`config.mk`:
```
export PLATFORM = sky130hd
export DESIGN_NAME = gtm_timer
export DESIGN_NICKNAME = d
export VERILOG_FILES = /design/src/hw/gtm_pkg.sv /design/src/hw/gtm_timer.sv
export VERILOG_INCLUDE_DIRS = /design/src /design/src/hw
export SDC_FILE = /design/constraint.sdc
export NUM_CORES = 1
export LEC_CHECK = 0
export BUFFER_PORTS_ARGS = -buffer_cell sky130_fd_sc_hd__buf_2
export CORE_ASPECT_RATIO = 1.75
export CORE_MARGIN = 2
export CORE_UTILIZATION = 62
export DETAILED_ROUTE_END_ITERATION = 10
export PLACE_DENSITY = 0.83
export SLEW_MARGIN = 20
export SYNTH_ARGS = -nofsm -noshare
export SYNTH_HDL_FRONTEND = slang
export SYNTH_SLANG_ARGS = --single-unit
export TNS_END_PERCENT = 10
```
`constraint.sdc`:
```
create_clock -name i_clk_sys -period 5.72 [get_ports i_clk_sys]
set_clock_uncertainty 0.1 [all_clocks]
set_input_delay 1.144 -clock i_clk_sys [delete_from_list [all_inputs] [get_ports i_clk_sys]]
set_output_delay 1.144 -clock i_clk_sys [all_outputs]
set_load 0.02 [all_outputs]
```
`src/hw/gtm_map.svh`:
```
// Register offsets, field positions, reset values and counts of the timer block
`ifndef GTM_MAP_SVH
`define GTM_MAP_SVH

`define GTM_AW               8
`define GTM_DW               32

`define GTM_OFF_CFG          8'h00
`define GTM_OFF_MODE         8'h04
`define GTM_OFF_CTL          8'h0c
`define GTM_OFF_IMR          8'h18
`define GTM_OFF_RIS          8'h1c
`define GTM_OFF_MIS          8'h20
`define GTM_OFF_ICR          8'h24
`define GTM_OFF_ILR          8'h28
`define GTM_OFF_MATCH        8'h30
`define GTM_OFF_PRE          8'h38
`define GTM_OFF_TVAL         8'h48

`define GTM_CFG_32           3'h0
`define GTM_CFG_RTC          3'h1
`define GTM_CFG_16           3'h4

`define GTM_TMR_ONESHOT      2'h1
`define GTM_TMR_PERIODIC     2'h2
`define GTM_TMR_CAPTURE      2'h3

`define GTM_CTL_EN           0
`define GTM_CTL_RTC_OVR      4
`define GTM_CTL_INV          6

`define GTM_EVT_RISE         2'h0
`define GTM_EVT_FALL         2'h1
`define GTM_EVT_BOTH         2'h3

`define GTM_FLG_TIMEOUT      0
`define GTM_FLG_MATCH        1
`define GTM_FLG_CAPTURE      2
`define GTM_FLG_RTC          3

`define GTM_ILR_RST          32'hffffffff
`define GTM_MATCH_RST        32'hffffffff
`define GTM_RTC_FIRST        32'h00000001
`define GTM_RTC_DIV          16'hffff

`endif

```
`src/hw/gtm_pkg.sv`:
```
// Types shared by the timer block
package gtm_pkg;

  typedef enum logic [2:0] {
    GTM_OP_NONE,
    GTM_OP_T32,
    GTM_OP_RTC,
    GTM_OP_T16,
    GTM_OP_ECOUNT,
    GTM_OP_ETIME,
    GTM_OP_PWM
  } gtm_op_t;

  typedef struct packed {
    logic [7:0]  addr;
    logic [31:0] wdata;
    logic        wr;
    logic        rd;
  } gtm_bus_req_t;

  typedef struct packed {
    logic ccp_out;
    logic ccp_oe;
  } gtm_pin_out_t;

endpackage

```
`src/hw/gtm_timer.sv`:
```
// General purpose timer: one-shot, periodic, RTC, edge count, edge time and PWM
`include "gtm_map.svh"

// Function
// - No prescaler in 16-bit edge time mode; count every clock.
// - Edge time: free-running down-counter from load value, reset 0xFFFF.
// - Capture rising, falling or both edges per event field; capture bit picks time.
// - Selected edge copies count to value register and sets capture flags.
// - Edge time keeps counting after capture, reloads at zero.
// - Captured count held until next selected edge.
// - PWM counts down without prescaler from load value, setting period.
// - PWM counter reloads after zero and repeats until disabled.
// - PWM mode sets no interrupt or status flags.
// - PWM output asserts at load value, deasserts at match value.
// - Invert bit flips PWM output polarity.
// - PWM load write changes period next cycle without disabling.
// - Edge time load write takes effect next cycle while running.
// - Config 0 = 32-bit timer, 1 = RTC, 4 = 16-bit; mode 1 one-shot, 2 periodic.
// - One-shot stops after time-out; periodic keeps counting.
// - Capture bit 0 with mode 3 edge count; bit 1 with mode 3 edge time.
// - Edge count stops after programmed edges until re-enabled.
// - RTC sets flag on match, keeps counting, flag cleared by clear bit.
// - Status flags cleared only by writing one to clear register.
// - Timer reaching zero sets time-out flag, masked flag when unmasked.
// - Edge count decrements per edge to match, then flag, reload, disable.
module gtm_timer
  import gtm_pkg::*;
(
  input  wire logic         i_clk_sys,
  input  wire logic         i_sys_rst,
  input  wire gtm_bus_req_t i_bus,
  output logic [31:0]       o_rdata,
  input  wire logic         i_ccp,
  output gtm_pin_out_t      o_ccp,
  output logic              o_irq_any
);

  logic [2:0]  global_config_reg;
  logic [3:0]  half_mode_reg;
  logic [6:0]  control_reg;
  logic [3:0]  irq_mask_reg;
  logic [3:0]  raw_irq_status_reg;
  logic [31:0] interval_load_reg;
  logic [31:0] match_value_reg;
  logic [7:0]  prescale_reg;
  logic [31:0] timer_value_reg;
  logic [31:0] cnt_reg;
  logic [7:0]  pre_cnt_reg;
  logic [15:0] rtc_div_reg;
  logic        en_d_reg;
  logic        sync1_reg;
  logic        sync2_reg;
  logic        sync3_reg;
  logic        pwm_lvl_reg;
  logic        pwm_out_reg;
  logic        pwm_oe_reg;
  logic [31:0] rdata_reg;

  gtm_op_t     op;
  logic        en;
  logic        start;
  logic        tick;
  logic        edge_sel;
  logic        rise;
  logic        fall;
  logic        ilr_wr;
  logic        icr_wr;
  logic [31:0] ilr_m;
  logic [31:0] match_m;
  logic [31:0] cnt_dec;
  logic [3:0]  flag_set;
  logic [3:0]  flag_clr;
  logic [3:0]  masked;

  // Cut to 16 bits when the halves run separately
  function automatic logic [31:0] f_fit(input logic [2:0] cfg, input logic [31:0] v);
    f_fit = (cfg[2]) ? {16'h0000, v[15:0]} : v;
  endfunction

  function automatic logic f_hit(input logic [31:0] a, input logic [31:0] b,
                                 input logic [2:0] cfg);
    f_hit = (f_fit(cfg, a) == f_fit(cfg, b));
  endfunction

  // Operating mode decode
  always_comb begin
    op = GTM_OP_NONE;
    if (global_config_reg == `GTM_CFG_32) begin
      if (half_mode_reg[1:0] == `GTM_TMR_ONESHOT || half_mode_reg[1:0] == `GTM_TMR_PERIODIC)
        op = GTM_OP_T32;
    end else if (global_config_reg == `GTM_CFG_RTC) begin
      op = GTM_OP_RTC;
    end else if (global_config_reg[2]) begin
      if (half_mode_reg[3] && !half_mode_reg[2] &&
          half_mode_reg[1:0] == `GTM_TMR_PERIODIC) begin
        op = GTM_OP_PWM;
      end else if (half_mode_reg[1:0] == `GTM_TMR_CAPTURE) begin
        op = half_mode_reg[2] ? GTM_OP_ETIME : GTM_OP_ECOUNT;
      end else if (half_mode_reg[1:0] != 2'h0) begin
        op = GTM_OP_T16;
      end
    end
  end

  assign en      = control_reg[`GTM_CTL_EN];
  assign start   = en && !en_d_reg;
  assign ilr_m   = f_fit(global_config_reg, interval_load_reg);
  assign match_m = f_fit(global_config_reg, match_value_reg);
  assign cnt_dec = f_fit(global_config_reg, cnt_reg - 32'h00000001);
  assign ilr_wr  = i_bus.wr && (i_bus.addr == `GTM_OFF_ILR);
  assign icr_wr  = i_bus.wr && (i_bus.addr == `GTM_OFF_ICR);

  // Two-stage synchroniser, edge detect only after it
  always_ff @(posedge i_clk_sys) begin
    if (i_sys_rst) begin
      sync1_reg <= 1'b0;
      sync2_reg <= 1'b0;
      sync3_reg <= 1'b0;
    end else begin
      sync1_reg <= i_ccp;
      sync2_reg <= sync1_reg;
      sync3_reg <= sync2_reg;
    end
  end

  assign rise = sync2_reg && !sync3_reg;
  assign fall = !sync2_reg && sync3_reg;

  always_comb begin
    case (control_reg[3:2])
      `GTM_EVT_RISE: edge_sel = rise;
      `GTM_EVT_FALL: edge_sel = fall;
      `GTM_EVT_BOTH: edge_sel = rise || fall;
      default:       edge_sel = 1'b0;
    endcase
  end

  // Prescaler only serves the 16-bit one-shot/periodic timer
  always_ff @(posedge i_clk_sys) begin
    if (i_sys_rst) begin
      pre_cnt_reg <= 8'h00;
    end else if (start || op != GTM_OP_T16 || pre_cnt_reg == 8'h00) begin
      pre_cnt_reg <= prescale_reg;
    end else begin
      pre_cnt_reg <= pre_cnt_reg - 8'h01;
    end
  end

  // RTC pin clock divided to one tick per second
  always_ff @(posedge i_clk_sys) begin
    if (i_sys_rst || start || op != GTM_OP_RTC) begin
      rtc_div_reg <= 16'h0000;
    end else if (rise) begin
      rtc_div_reg <= rtc_div_reg + 16'h0001;
    end
  end

  always_comb begin
    case (op)
      GTM_OP_T16: tick = (pre_cnt_reg == 8'h00);
      GTM_OP_RTC: tick = rise && (rtc_div_reg == `GTM_RTC_DIV);
      default:    tick = 1'b1;
    endcase
  end

  // Main counter
  always_ff @(posedge i_clk_sys) begin
    if (i_sys_rst) begin
      cnt_reg <= `GTM_ILR_RST;
    end else if (start) begin
      cnt_reg <= (op == GTM_OP_RTC) ? `GTM_RTC_FIRST : ilr_m;
    end else if (en && ilr_wr && (op == GTM_OP_PWM || op == GTM_OP_ETIME ||
                                  op == GTM_OP_T16 || op == GTM_OP_T32)) begin
      cnt_reg <= f_fit(global_config_reg, i_bus.wdata);
    end else if (en) begin
      case (op)
        GTM_OP_T32, GTM_OP_T16, GTM_OP_ETIME, GTM_OP_PWM: begin
          if (tick) begin
            if (f_fit(global_config_reg, cnt_reg) == 32'h00000000)
              cnt_reg <= ilr_m;
            else
              cnt_reg <= cnt_dec;
          end
        end
        GTM_OP_ECOUNT: begin
          if (edge_sel) begin
            if (cnt_dec == match_m)
              cnt_reg <= ilr_m;
            else
              cnt_reg <= cnt_dec;
          end
        end
        GTM_OP_RTC: begin
          if (tick) begin
            if (cnt_reg == match_value_reg)
              cnt_reg <= 32'h00000000;
            else
              cnt_reg <= cnt_reg + 32'h00000001;
          end
        end
        default: cnt_reg <= cnt_reg;
      endcase
    end
  end

  // Event flags raised this cycle
  always_comb begin
    flag_set = 4'h0;
    if (en) begin
      case (op)
        GTM_OP_T32, GTM_OP_T16:
          flag_set[`GTM_FLG_TIMEOUT] = tick &&
            (f_fit(global_config_reg, cnt_reg) == 32'h00000000);
        GTM_OP_ECOUNT:
          flag_set[`GTM_FLG_MATCH] = edge_sel && (cnt_dec == match_m);
        GTM_OP_ETIME:
          flag_set[`GTM_FLG_CAPTURE] = edge_sel;
        GTM_OP_RTC:
          flag_set[`GTM_FLG_RTC] = tick && (cnt_reg == match_value_reg);
        default:
          flag_set = 4'h0;
      endcase
    end
  end

  assign flag_clr = icr_wr ? i_bus.wdata[3:0] : 4'h0;
  assign masked   = raw_irq_status_reg & irq_mask_reg;

  // A new event beats a clear in the same cycle
  always_ff @(posedge i_clk_sys) begin
    if (i_sys_rst)
      raw_irq_status_reg <= 4'h0;
    else
      raw_irq_status_reg <= (raw_irq_status_reg & ~flag_clr) | flag_set;
  end

  // Captured count held between selected edges
  always_ff @(posedge i_clk_sys) begin
    if (i_sys_rst)
      timer_value_reg <= `GTM_ILR_RST;
    else if (op == GTM_OP_ETIME && en && edge_sel)
      timer_value_reg <= f_fit(global_config_reg, cnt_reg);
  end

  // Control register, hardware clears enable on one-shot and edge count end
  always_ff @(posedge i_clk_sys) begin
    if (i_sys_rst) begin
      control_reg <= 7'h00;
    end else if (i_bus.wr && i_bus.addr == `GTM_OFF_CTL) begin
      control_reg <= i_bus.wdata[6:0];
    end else if (flag_set[`GTM_FLG_TIMEOUT] && half_mode_reg[1:0] == `GTM_TMR_ONESHOT) begin
      control_reg[`GTM_CTL_EN] <= 1'b0;
    end else if (flag_set[`GTM_FLG_MATCH]) begin
      control_reg[`GTM_CTL_EN] <= 1'b0;
    end
  end

  always_ff @(posedge i_clk_sys) begin
    if (i_sys_rst)
      en_d_reg <= 1'b0;
    else
      en_d_reg <= en;
  end

  // Configuration registers; settings assumed stable while enabled
  always_ff @(posedge i_clk_sys) begin
    if (i_sys_rst) begin
      global_config_reg <= 3'h0;
      half_mode_reg     <= 4'h0;
      irq_mask_reg      <= 4'h0;
      interval_load_reg <= `GTM_ILR_RST;
      match_value_reg   <= `GTM_MATCH_RST;
      prescale_reg      <= 8'h00;
    end else if (i_bus.wr) begin
      if (i_bus.addr == `GTM_OFF_CFG)
        global_config_reg <= i_bus.wdata[2:0];
      else if (i_bus.addr == `GTM_OFF_MODE)
        half_mode_reg <= i_bus.wdata[3:0];
      else if (i_bus.addr == `GTM_OFF_IMR)
        irq_mask_reg <= i_bus.wdata[3:0];
      else if (i_bus.addr == `GTM_OFF_ILR)
        interval_load_reg <= i_bus.wdata;
      else if (i_bus.addr == `GTM_OFF_MATCH)
        match_value_reg <= i_bus.wdata;
      else if (i_bus.addr == `GTM_OFF_PRE)
        prescale_reg <= i_bus.wdata[7:0];
    end
  end

  // PWM level follows counter, registered so the pin never glitches
  always_ff @(posedge i_clk_sys) begin
    if (i_sys_rst) begin
      pwm_lvl_reg <= 1'b0;
    end else if (op != GTM_OP_PWM || !en) begin
      pwm_lvl_reg <= 1'b0;
    end else if (f_hit(cnt_reg, interval_load_reg, global_config_reg)) begin
      pwm_lvl_reg <= 1'b1;
    end else if (f_hit(cnt_reg, match_value_reg, global_config_reg)) begin
      pwm_lvl_reg <= 1'b0;
    end
  end

  always_ff @(posedge i_clk_sys) begin
    if (i_sys_rst) begin
      pwm_out_reg <= 1'b0;
      pwm_oe_reg  <= 1'b0;
    end else begin
      pwm_out_reg <= pwm_lvl_reg ^ control_reg[`GTM_CTL_INV];
      pwm_oe_reg  <= (op == GTM_OP_PWM);
    end
  end

  assign o_ccp.ccp_out = pwm_out_reg;
  assign o_ccp.ccp_oe  = pwm_oe_reg;
  assign o_irq_any     = |masked;

  // Read data valid only in the cycle after the strobe
  always_ff @(posedge i_clk_sys) begin
    if (i_sys_rst || !i_bus.rd)
      rdata_reg <= 32'h00000000;
    else if (i_bus.addr == `GTM_OFF_CFG)
      rdata_reg <= {29'h0, global_config_reg};
    else if (i_bus.addr == `GTM_OFF_MODE)
      rdata_reg <= {28'h0, half_mode_reg};
    else if (i_bus.addr == `GTM_OFF_CTL)
      rdata_reg <= {25'h0, control_reg};
    else if (i_bus.addr == `GTM_OFF_IMR)
      rdata_reg <= {28'h0, irq_mask_reg};
    else if (i_bus.addr == `GTM_OFF_RIS)
      rdata_reg <= {28'h0, raw_irq_status_reg};
    else if (i_bus.addr == `GTM_OFF_MIS)
      rdata_reg <= {28'h0, masked};
    else if (i_bus.addr == `GTM_OFF_ILR)
      rdata_reg <= interval_load_reg;
    else if (i_bus.addr == `GTM_OFF_MATCH)
      rdata_reg <= match_value_reg;
    else if (i_bus.addr == `GTM_OFF_PRE)
      rdata_reg <= {24'h0, prescale_reg};
    else if (i_bus.addr == `GTM_OFF_TVAL)
      rdata_reg <= (op == GTM_OP_ETIME) ? timer_value_reg : cnt_reg;
    else
      rdata_reg <= 32'h00000000;
  end

  assign o_rdata = rdata_reg;

  property p_pwm_no_flags;
    @(posedge i_clk_sys) disable iff (i_sys_rst)
      (op == GTM_OP_PWM) |=> ((raw_irq_status_reg & ~$past(raw_irq_status_reg)) == 4'h0);
  endproperty
  a_pwm_no_flags: assert property (p_pwm_no_flags) else $error("flag set in pwm mode");

  property p_capture_copy;
    @(posedge i_clk_sys) disable iff (i_sys_rst)
      (op == GTM_OP_ETIME && en && edge_sel) |=>
        (timer_value_reg == f_fit(global_config_reg, $past(cnt_reg)))
        && raw_irq_status_reg[`GTM_FLG_CAPTURE];
  endproperty
  a_capture_copy: assert property (p_capture_copy) else $error("capture not taken");

  property p_capture_hold;
    @(posedge i_clk_sys) disable iff (i_sys_rst)
      (op == GTM_OP_ETIME && !edge_sel) ##1 (op == GTM_OP_ETIME && !edge_sel)
        |=> $stable(timer_value_reg);
  endproperty
  a_capture_hold: assert property (p_capture_hold) else $error("capture changed");

  property p_ecount_stop;
    @(posedge i_clk_sys) disable iff (i_sys_rst)
      (op == GTM_OP_ECOUNT && en && edge_sel && cnt_dec == match_m && !i_bus.wr) |=>
        !en && (cnt_reg == ilr_m) && raw_irq_status_reg[`GTM_FLG_MATCH];
  endproperty
  a_ecount_stop: assert property (p_ecount_stop) else $error("edge count did not stop");

  property p_etime_reload;
    @(posedge i_clk_sys) disable iff (i_sys_rst)
      (op == GTM_OP_ETIME && en && !start && !ilr_wr && cnt_reg[15:0] == 16'h0000)
        |=> (cnt_reg == ilr_m);
  endproperty
  a_etime_reload: assert property (p_etime_reload) else $error("no reload at zero");

  property p_oneshot_stop;
    @(posedge i_clk_sys) disable iff (i_sys_rst)
      (op == GTM_OP_T32 && en && !start && !i_bus.wr && cnt_reg == 32'h00000000 &&
       half_mode_reg[1:0] == `GTM_TMR_ONESHOT) |=> !en ##1 $stable(cnt_reg);
  endproperty
  a_oneshot_stop: assert property (p_oneshot_stop) else $error("one-shot kept running");

  property p_pwm_idle;
    @(posedge i_clk_sys) disable iff (i_sys_rst)
      (op == GTM_OP_PWM && !en) [*2] |=> (pwm_out_reg == $past(control_reg[`GTM_CTL_INV]));
  endproperty
  a_pwm_idle: assert property (p_pwm_idle) else $error("idle pwm level wrong");

  property p_clear;
    @(posedge i_clk_sys) disable iff (i_sys_rst)
      (icr_wr && i_bus.wdata[0] && !flag_set[0]) |=> !raw_irq_status_reg[0];
  endproperty
  a_clear: assert property (p_clear) else $error("time-out flag not cleared");

endmodule // gtm_timer

```
==> metrics.md <==
| Metric | Value |
|---|---|
| Placed cells | `roughly 1.9k` |
| Final WL | `44840 um` |
| Worst Path Required | `6.03 ns` |
| Post-route setup slack | `around 0.98 ns` |
| Crit end category | `flop` |
| Clock root cell | `clkbuf_16` |
| Clk buf depth | `3` |
| Fin cells | `between 1.5k and 2k` |
| Syn_nets | `approximately 1.8k` |
| Die area | `0.02244 mm2` |
| Max VDD drop | `between 200 and 250 uV` |
| Most used routing layer | `met2` |
| Routed len/inst | `around 23 um` |
| Hold Path Sink | `timer_value_reg[19]` |
| Crit path kind | `flop to flop` |
| Fin crit share | `~83%` |
| Fin Setup TNS | `0 ns` |
| Clock sinks | `between 200 and 250` |
| CTS tree | `yes` |
| Flop pwr share | `approximately half` |
| Largest net degree at the start of global routing | `65` |
| Combinational power share | `roughly 3.6%` |
| Yosys cell types | `77` |
| Status | `complete, no violations` |
| Initial Util | `63.09%` |
| Setup bufs post-CTS | `0` |
| Die H | `196.7 um` |
| Nets | `roughly 1.8k` |
| Post-route ant nets | `0` |
| Vias | `around 13k` |
| Worst path arrival time | `between 5 and 6 ns` |
| Part of the Yosys area used for sequential elements | `about 34%` |
| M2 GR Usage | `roughly two thirds` |
| RSZ-0062 raised after global routing | `no` |
| Net Sw Frac | `23.10%` |
| Post-CTS Hold Buffers | `0` |
| Post-place setup slack | `roughly 1.1 ns` |
| Routability Congestion | `1.027` |
| Area Overhead vs Synth | `8.562%` |
| Met1 Use GR | `approximately 43%` |
| Min-Delay Path Class | `flop to flop` |
| WP buf/inv | `1` |
| Power share of the clock group | `47.5%` |
| Hpwl dp | `about 31000 um` |
| Pint | `2427 uW` |
| Family with the most delay on the worst path | `simple AND/OR/NAND/NOR gates` |
| Total GRT Usage | `about two fifths` |
| Mean Syn Cell Area | `slightly below 8 um2` |
| Synth Instances | `between 1.5k and 2k` |
| Cells along the critical path | `inv_1, ha_1, nor3b_1, nand4_1, nor2_1, xnor2_1, o21a_1, a211oi_1, a41oi_4, or2_1, a311o_1` |
| Setup violations, final | `0` |
| Max Cap Violations | `0` |
| Max_slew headroom | `a little under a third` |
| Async SR Flop Fraction | `0%` |
| F_max | `roughly 210 MHz` |
| Cell Area, Synth | `0.01315 mm2` |
| Total power | `around 3200 uW` |
| Post-synth EDFFs | `0` |
| Post-DR vias/cell | `between 6 and 7` |
| Core ar. | `between 0.02 and 0.025 mm2` |
| DRC | `0` |
| Cell area after layout | `between 0.01 and 0.015 mm2` |
| P_sw | `729.1 uW` |
| Power density cells | `221.1 mW/mm2` |
| Largest fanout on the critical path | `18` |
| Num CTS Buffers | `21` |
| HP Start | `timer_value_reg[19]` |
| Synthesized flop and latch total | `221` |
| Input/output buffers | `79` |
| Reg-to-Reg End | `cnt_reg[14]` |
| Vias in the first global route | `12.88k` |
| Worst-path clk slew | `approximately 0.070 ns` |
| Period minus WS final | `roughly 4.7 ns` |
| Met3 usage | `under 10%` |
| Slowest cell on the critical path | `or2_1` |
| Slew Viols, Final | `0` |
| Worst Setup Start Kind | `flop` |
| First-pass GRT wire length | `just under 70000 um` |
| Initial antenna violation count | `0` |
| R2R setup slack | `a little under 1 ns` |
| Tightest Pin Transition | `roughly 1 ns` |
| Area post-placement | `about 0.014 mm2` |
| Share of layout cells above drive strength 1 | `between 10% and 20%` |
| Primary FF master, synth | `dfxtp_1` |
| Syn. warnings | `0` |
| Ant diodes | `0` |
| Skew-Pair Late Insertion Delay | `between 0.5 and 0.6 ns` |
| Htree depth | `1` |
| I/O pin cnt | `80` |
| Pre-antenna DRT Iters | `6` |
| Post-CTS sizing | `0` |
| Reg2reg start | `cnt_reg[0]` |
| Crit-path max cell delay | `0.67 ns` |
| R2r worst-path depth | `11` |
| Width of the die | `approximately 110 um` |
| Leak Pwr | `between 0.005 and 0.006 uW` |
| Total gr overflow | `0` |
| Worst hold path depth | `2` |
| Final Hold Vio Count | `0` |
| DRT iter0 DRCs | `roughly 1.4k` |
| # rows | `70` |
[cell usage after synthesis (6+ instances only)]
| cell | count | share of area, % |
|---|---|---|
| clkbuf_1 | 126 | 3.6 |
| ha_1 | 12 | 1.1 |
| a22oi_1 | 6 | 0.34 |
| mux2i_1 | 42 | 3.2 |
| a221o_1 | 10 | 0.76 |
| nor2_1 | 134 | 3.8 |
| and3_1 | 36 | 1.7 |
| a21oi_1 | 91 | 3.5 |
| a211oi_1 | 12 | 0.69 |
| and4_1 | 7 | 0.47 |
| nor3_1 | 37 | 1.4 |
| or3_1 | 9 | 0.43 |
| o221ai_1 | 24 | 1.6 |
| buf_1 | 10 | 0.29 |
| inv_1 | 22 | 0.63 |
| xor2_1 | 81 | 5.4 |
| nor4b_1 | 7 | 0.47 |
| o211ai_1 | 14 | 0.80 |
| nor2b_1 | 25 | 1.2 |
| nor4_1 | 30 | 1.4 |
| and2_1 | 6 | 0.29 |
| nand2_1 | 305 | 8.7 |
| dfxtp_1 | 221 | 34 |
| nand3_1 | 99 | 3.8 |
| nand2b_1 | 11 | 0.52 |
| a211o_1 | 18 | 1.2 |
| nand4_1 | 22 | 1.0 |
| a311o_1 | 15 | 1.1 |
| xnor2_1 | 68 | 4.5 |
| a221oi_1 | 53 | 3.5 |
| o21ai_0 | 57 | 2.2 |
[worst max path at each step]
stage / startpoint / to / depth (start not counted)
3_3_place_gp: i_bus[38] / cnt_reg[8] / 9
2_1_floorplan: cnt_reg[0] / cnt_reg[10] / 15
3_5_place_dp: cnt_reg[0] / cnt_reg[11] / 10
4_1_cts: cnt_reg[0] / cnt_reg[4] / 10
5_1_grt: cnt_reg[0] / cnt_reg[4] / 10
6_report: cnt_reg[0] / cnt_reg[14] / 11
[worst reg2reg max path, cell delays in order, from the launching register on]
cell	delay [ns]
dfxtp_1	0.46
inv_1	0.21
ha_1	0.26
nor3b_1	0.64
nand4_1	0.36
nor2_1	0.26
xnor2_1	0.09
o21a_1	0.17
a211oi_1	0.43
a41oi_4	0.48
or2_1	0.68
a311o_1	0.48
[cell type report]
type	instances	area, um2
Tap cell	252	315.3
Timing Repair Buffer	111	648.1
Multi-Input combinational cell	1316	8087
Fill cell	1792	6568
Sequential cell	221	4424
Clock inverter	11	146.4
Inverter	22	82.58
Clock buffer	26	574.3
[power by group through the flow]
stage	Sequential [uW]	Combinational, uW	Clock (uW)
after floorplan	1580	57.3	0
after global placement	1580	108	0
after detailed placement	1580	109	0
after CTS	1540	110	1510
after global routing	1540	119	1560
final	1540	113	1500
[metal layers]
metal / share of wire [%] / routed length, um
met1: 34 / 15340
met2: 49 / 22010
met3: 6.9 / 3109
met4: 9.8 / 4382
met5: 0 / 0
[logic make-up (layout without fill, tap and decap cells)]
family | count (synthesis) | in the layout | synth area share [%]
AOI/OAI and AO/OA | 353 | 353 | 19.28
buffers and inverters | 168 | 170 | 5.118
and+or+nand+nor | 756 | 756 | 27.20
DFF | 221 | 221 | 33.64
xor gates and xnor gates | 152 | 152 | 10.34
muxes | 43 | 43 | 3.282
adders and majority gates | 12 | 12 | 1.142
[through the flow]
| stage | utilization, % | hold WS, ns |
|---|---|---|
| after floorplan | - | 0.3138 |
| after global placement | 65.01 | 0.3301 |
| after detailed placement | 65.01 | 0.3349 |
| after CTS | 68.46 | 0.3471 |
| after global routing | 68.49 | 0.3622 |
| final | 68.49 | 0.3438 |
[placed cells by master (no fill, tap or decap), drive strengths merged, types with 31 or more instances in the layout]
| cell | n |
|---|---|
| and3 | 36 |
| xnor2 | 70 |
| buf | 111 |
| nand3 | 99 |
| nor3 | 39 |
| nor2 | 134 |
| xor2 | 81 |
| nor4 | 31 |
| dfxtp | 221 |
| o21ai | 58 |
| a221oi | 53 |
| nand2 | 305 |
| a21oi | 91 |
| mux2i | 42 |
No activity file was read; power rests on OpenSTA's default activity.
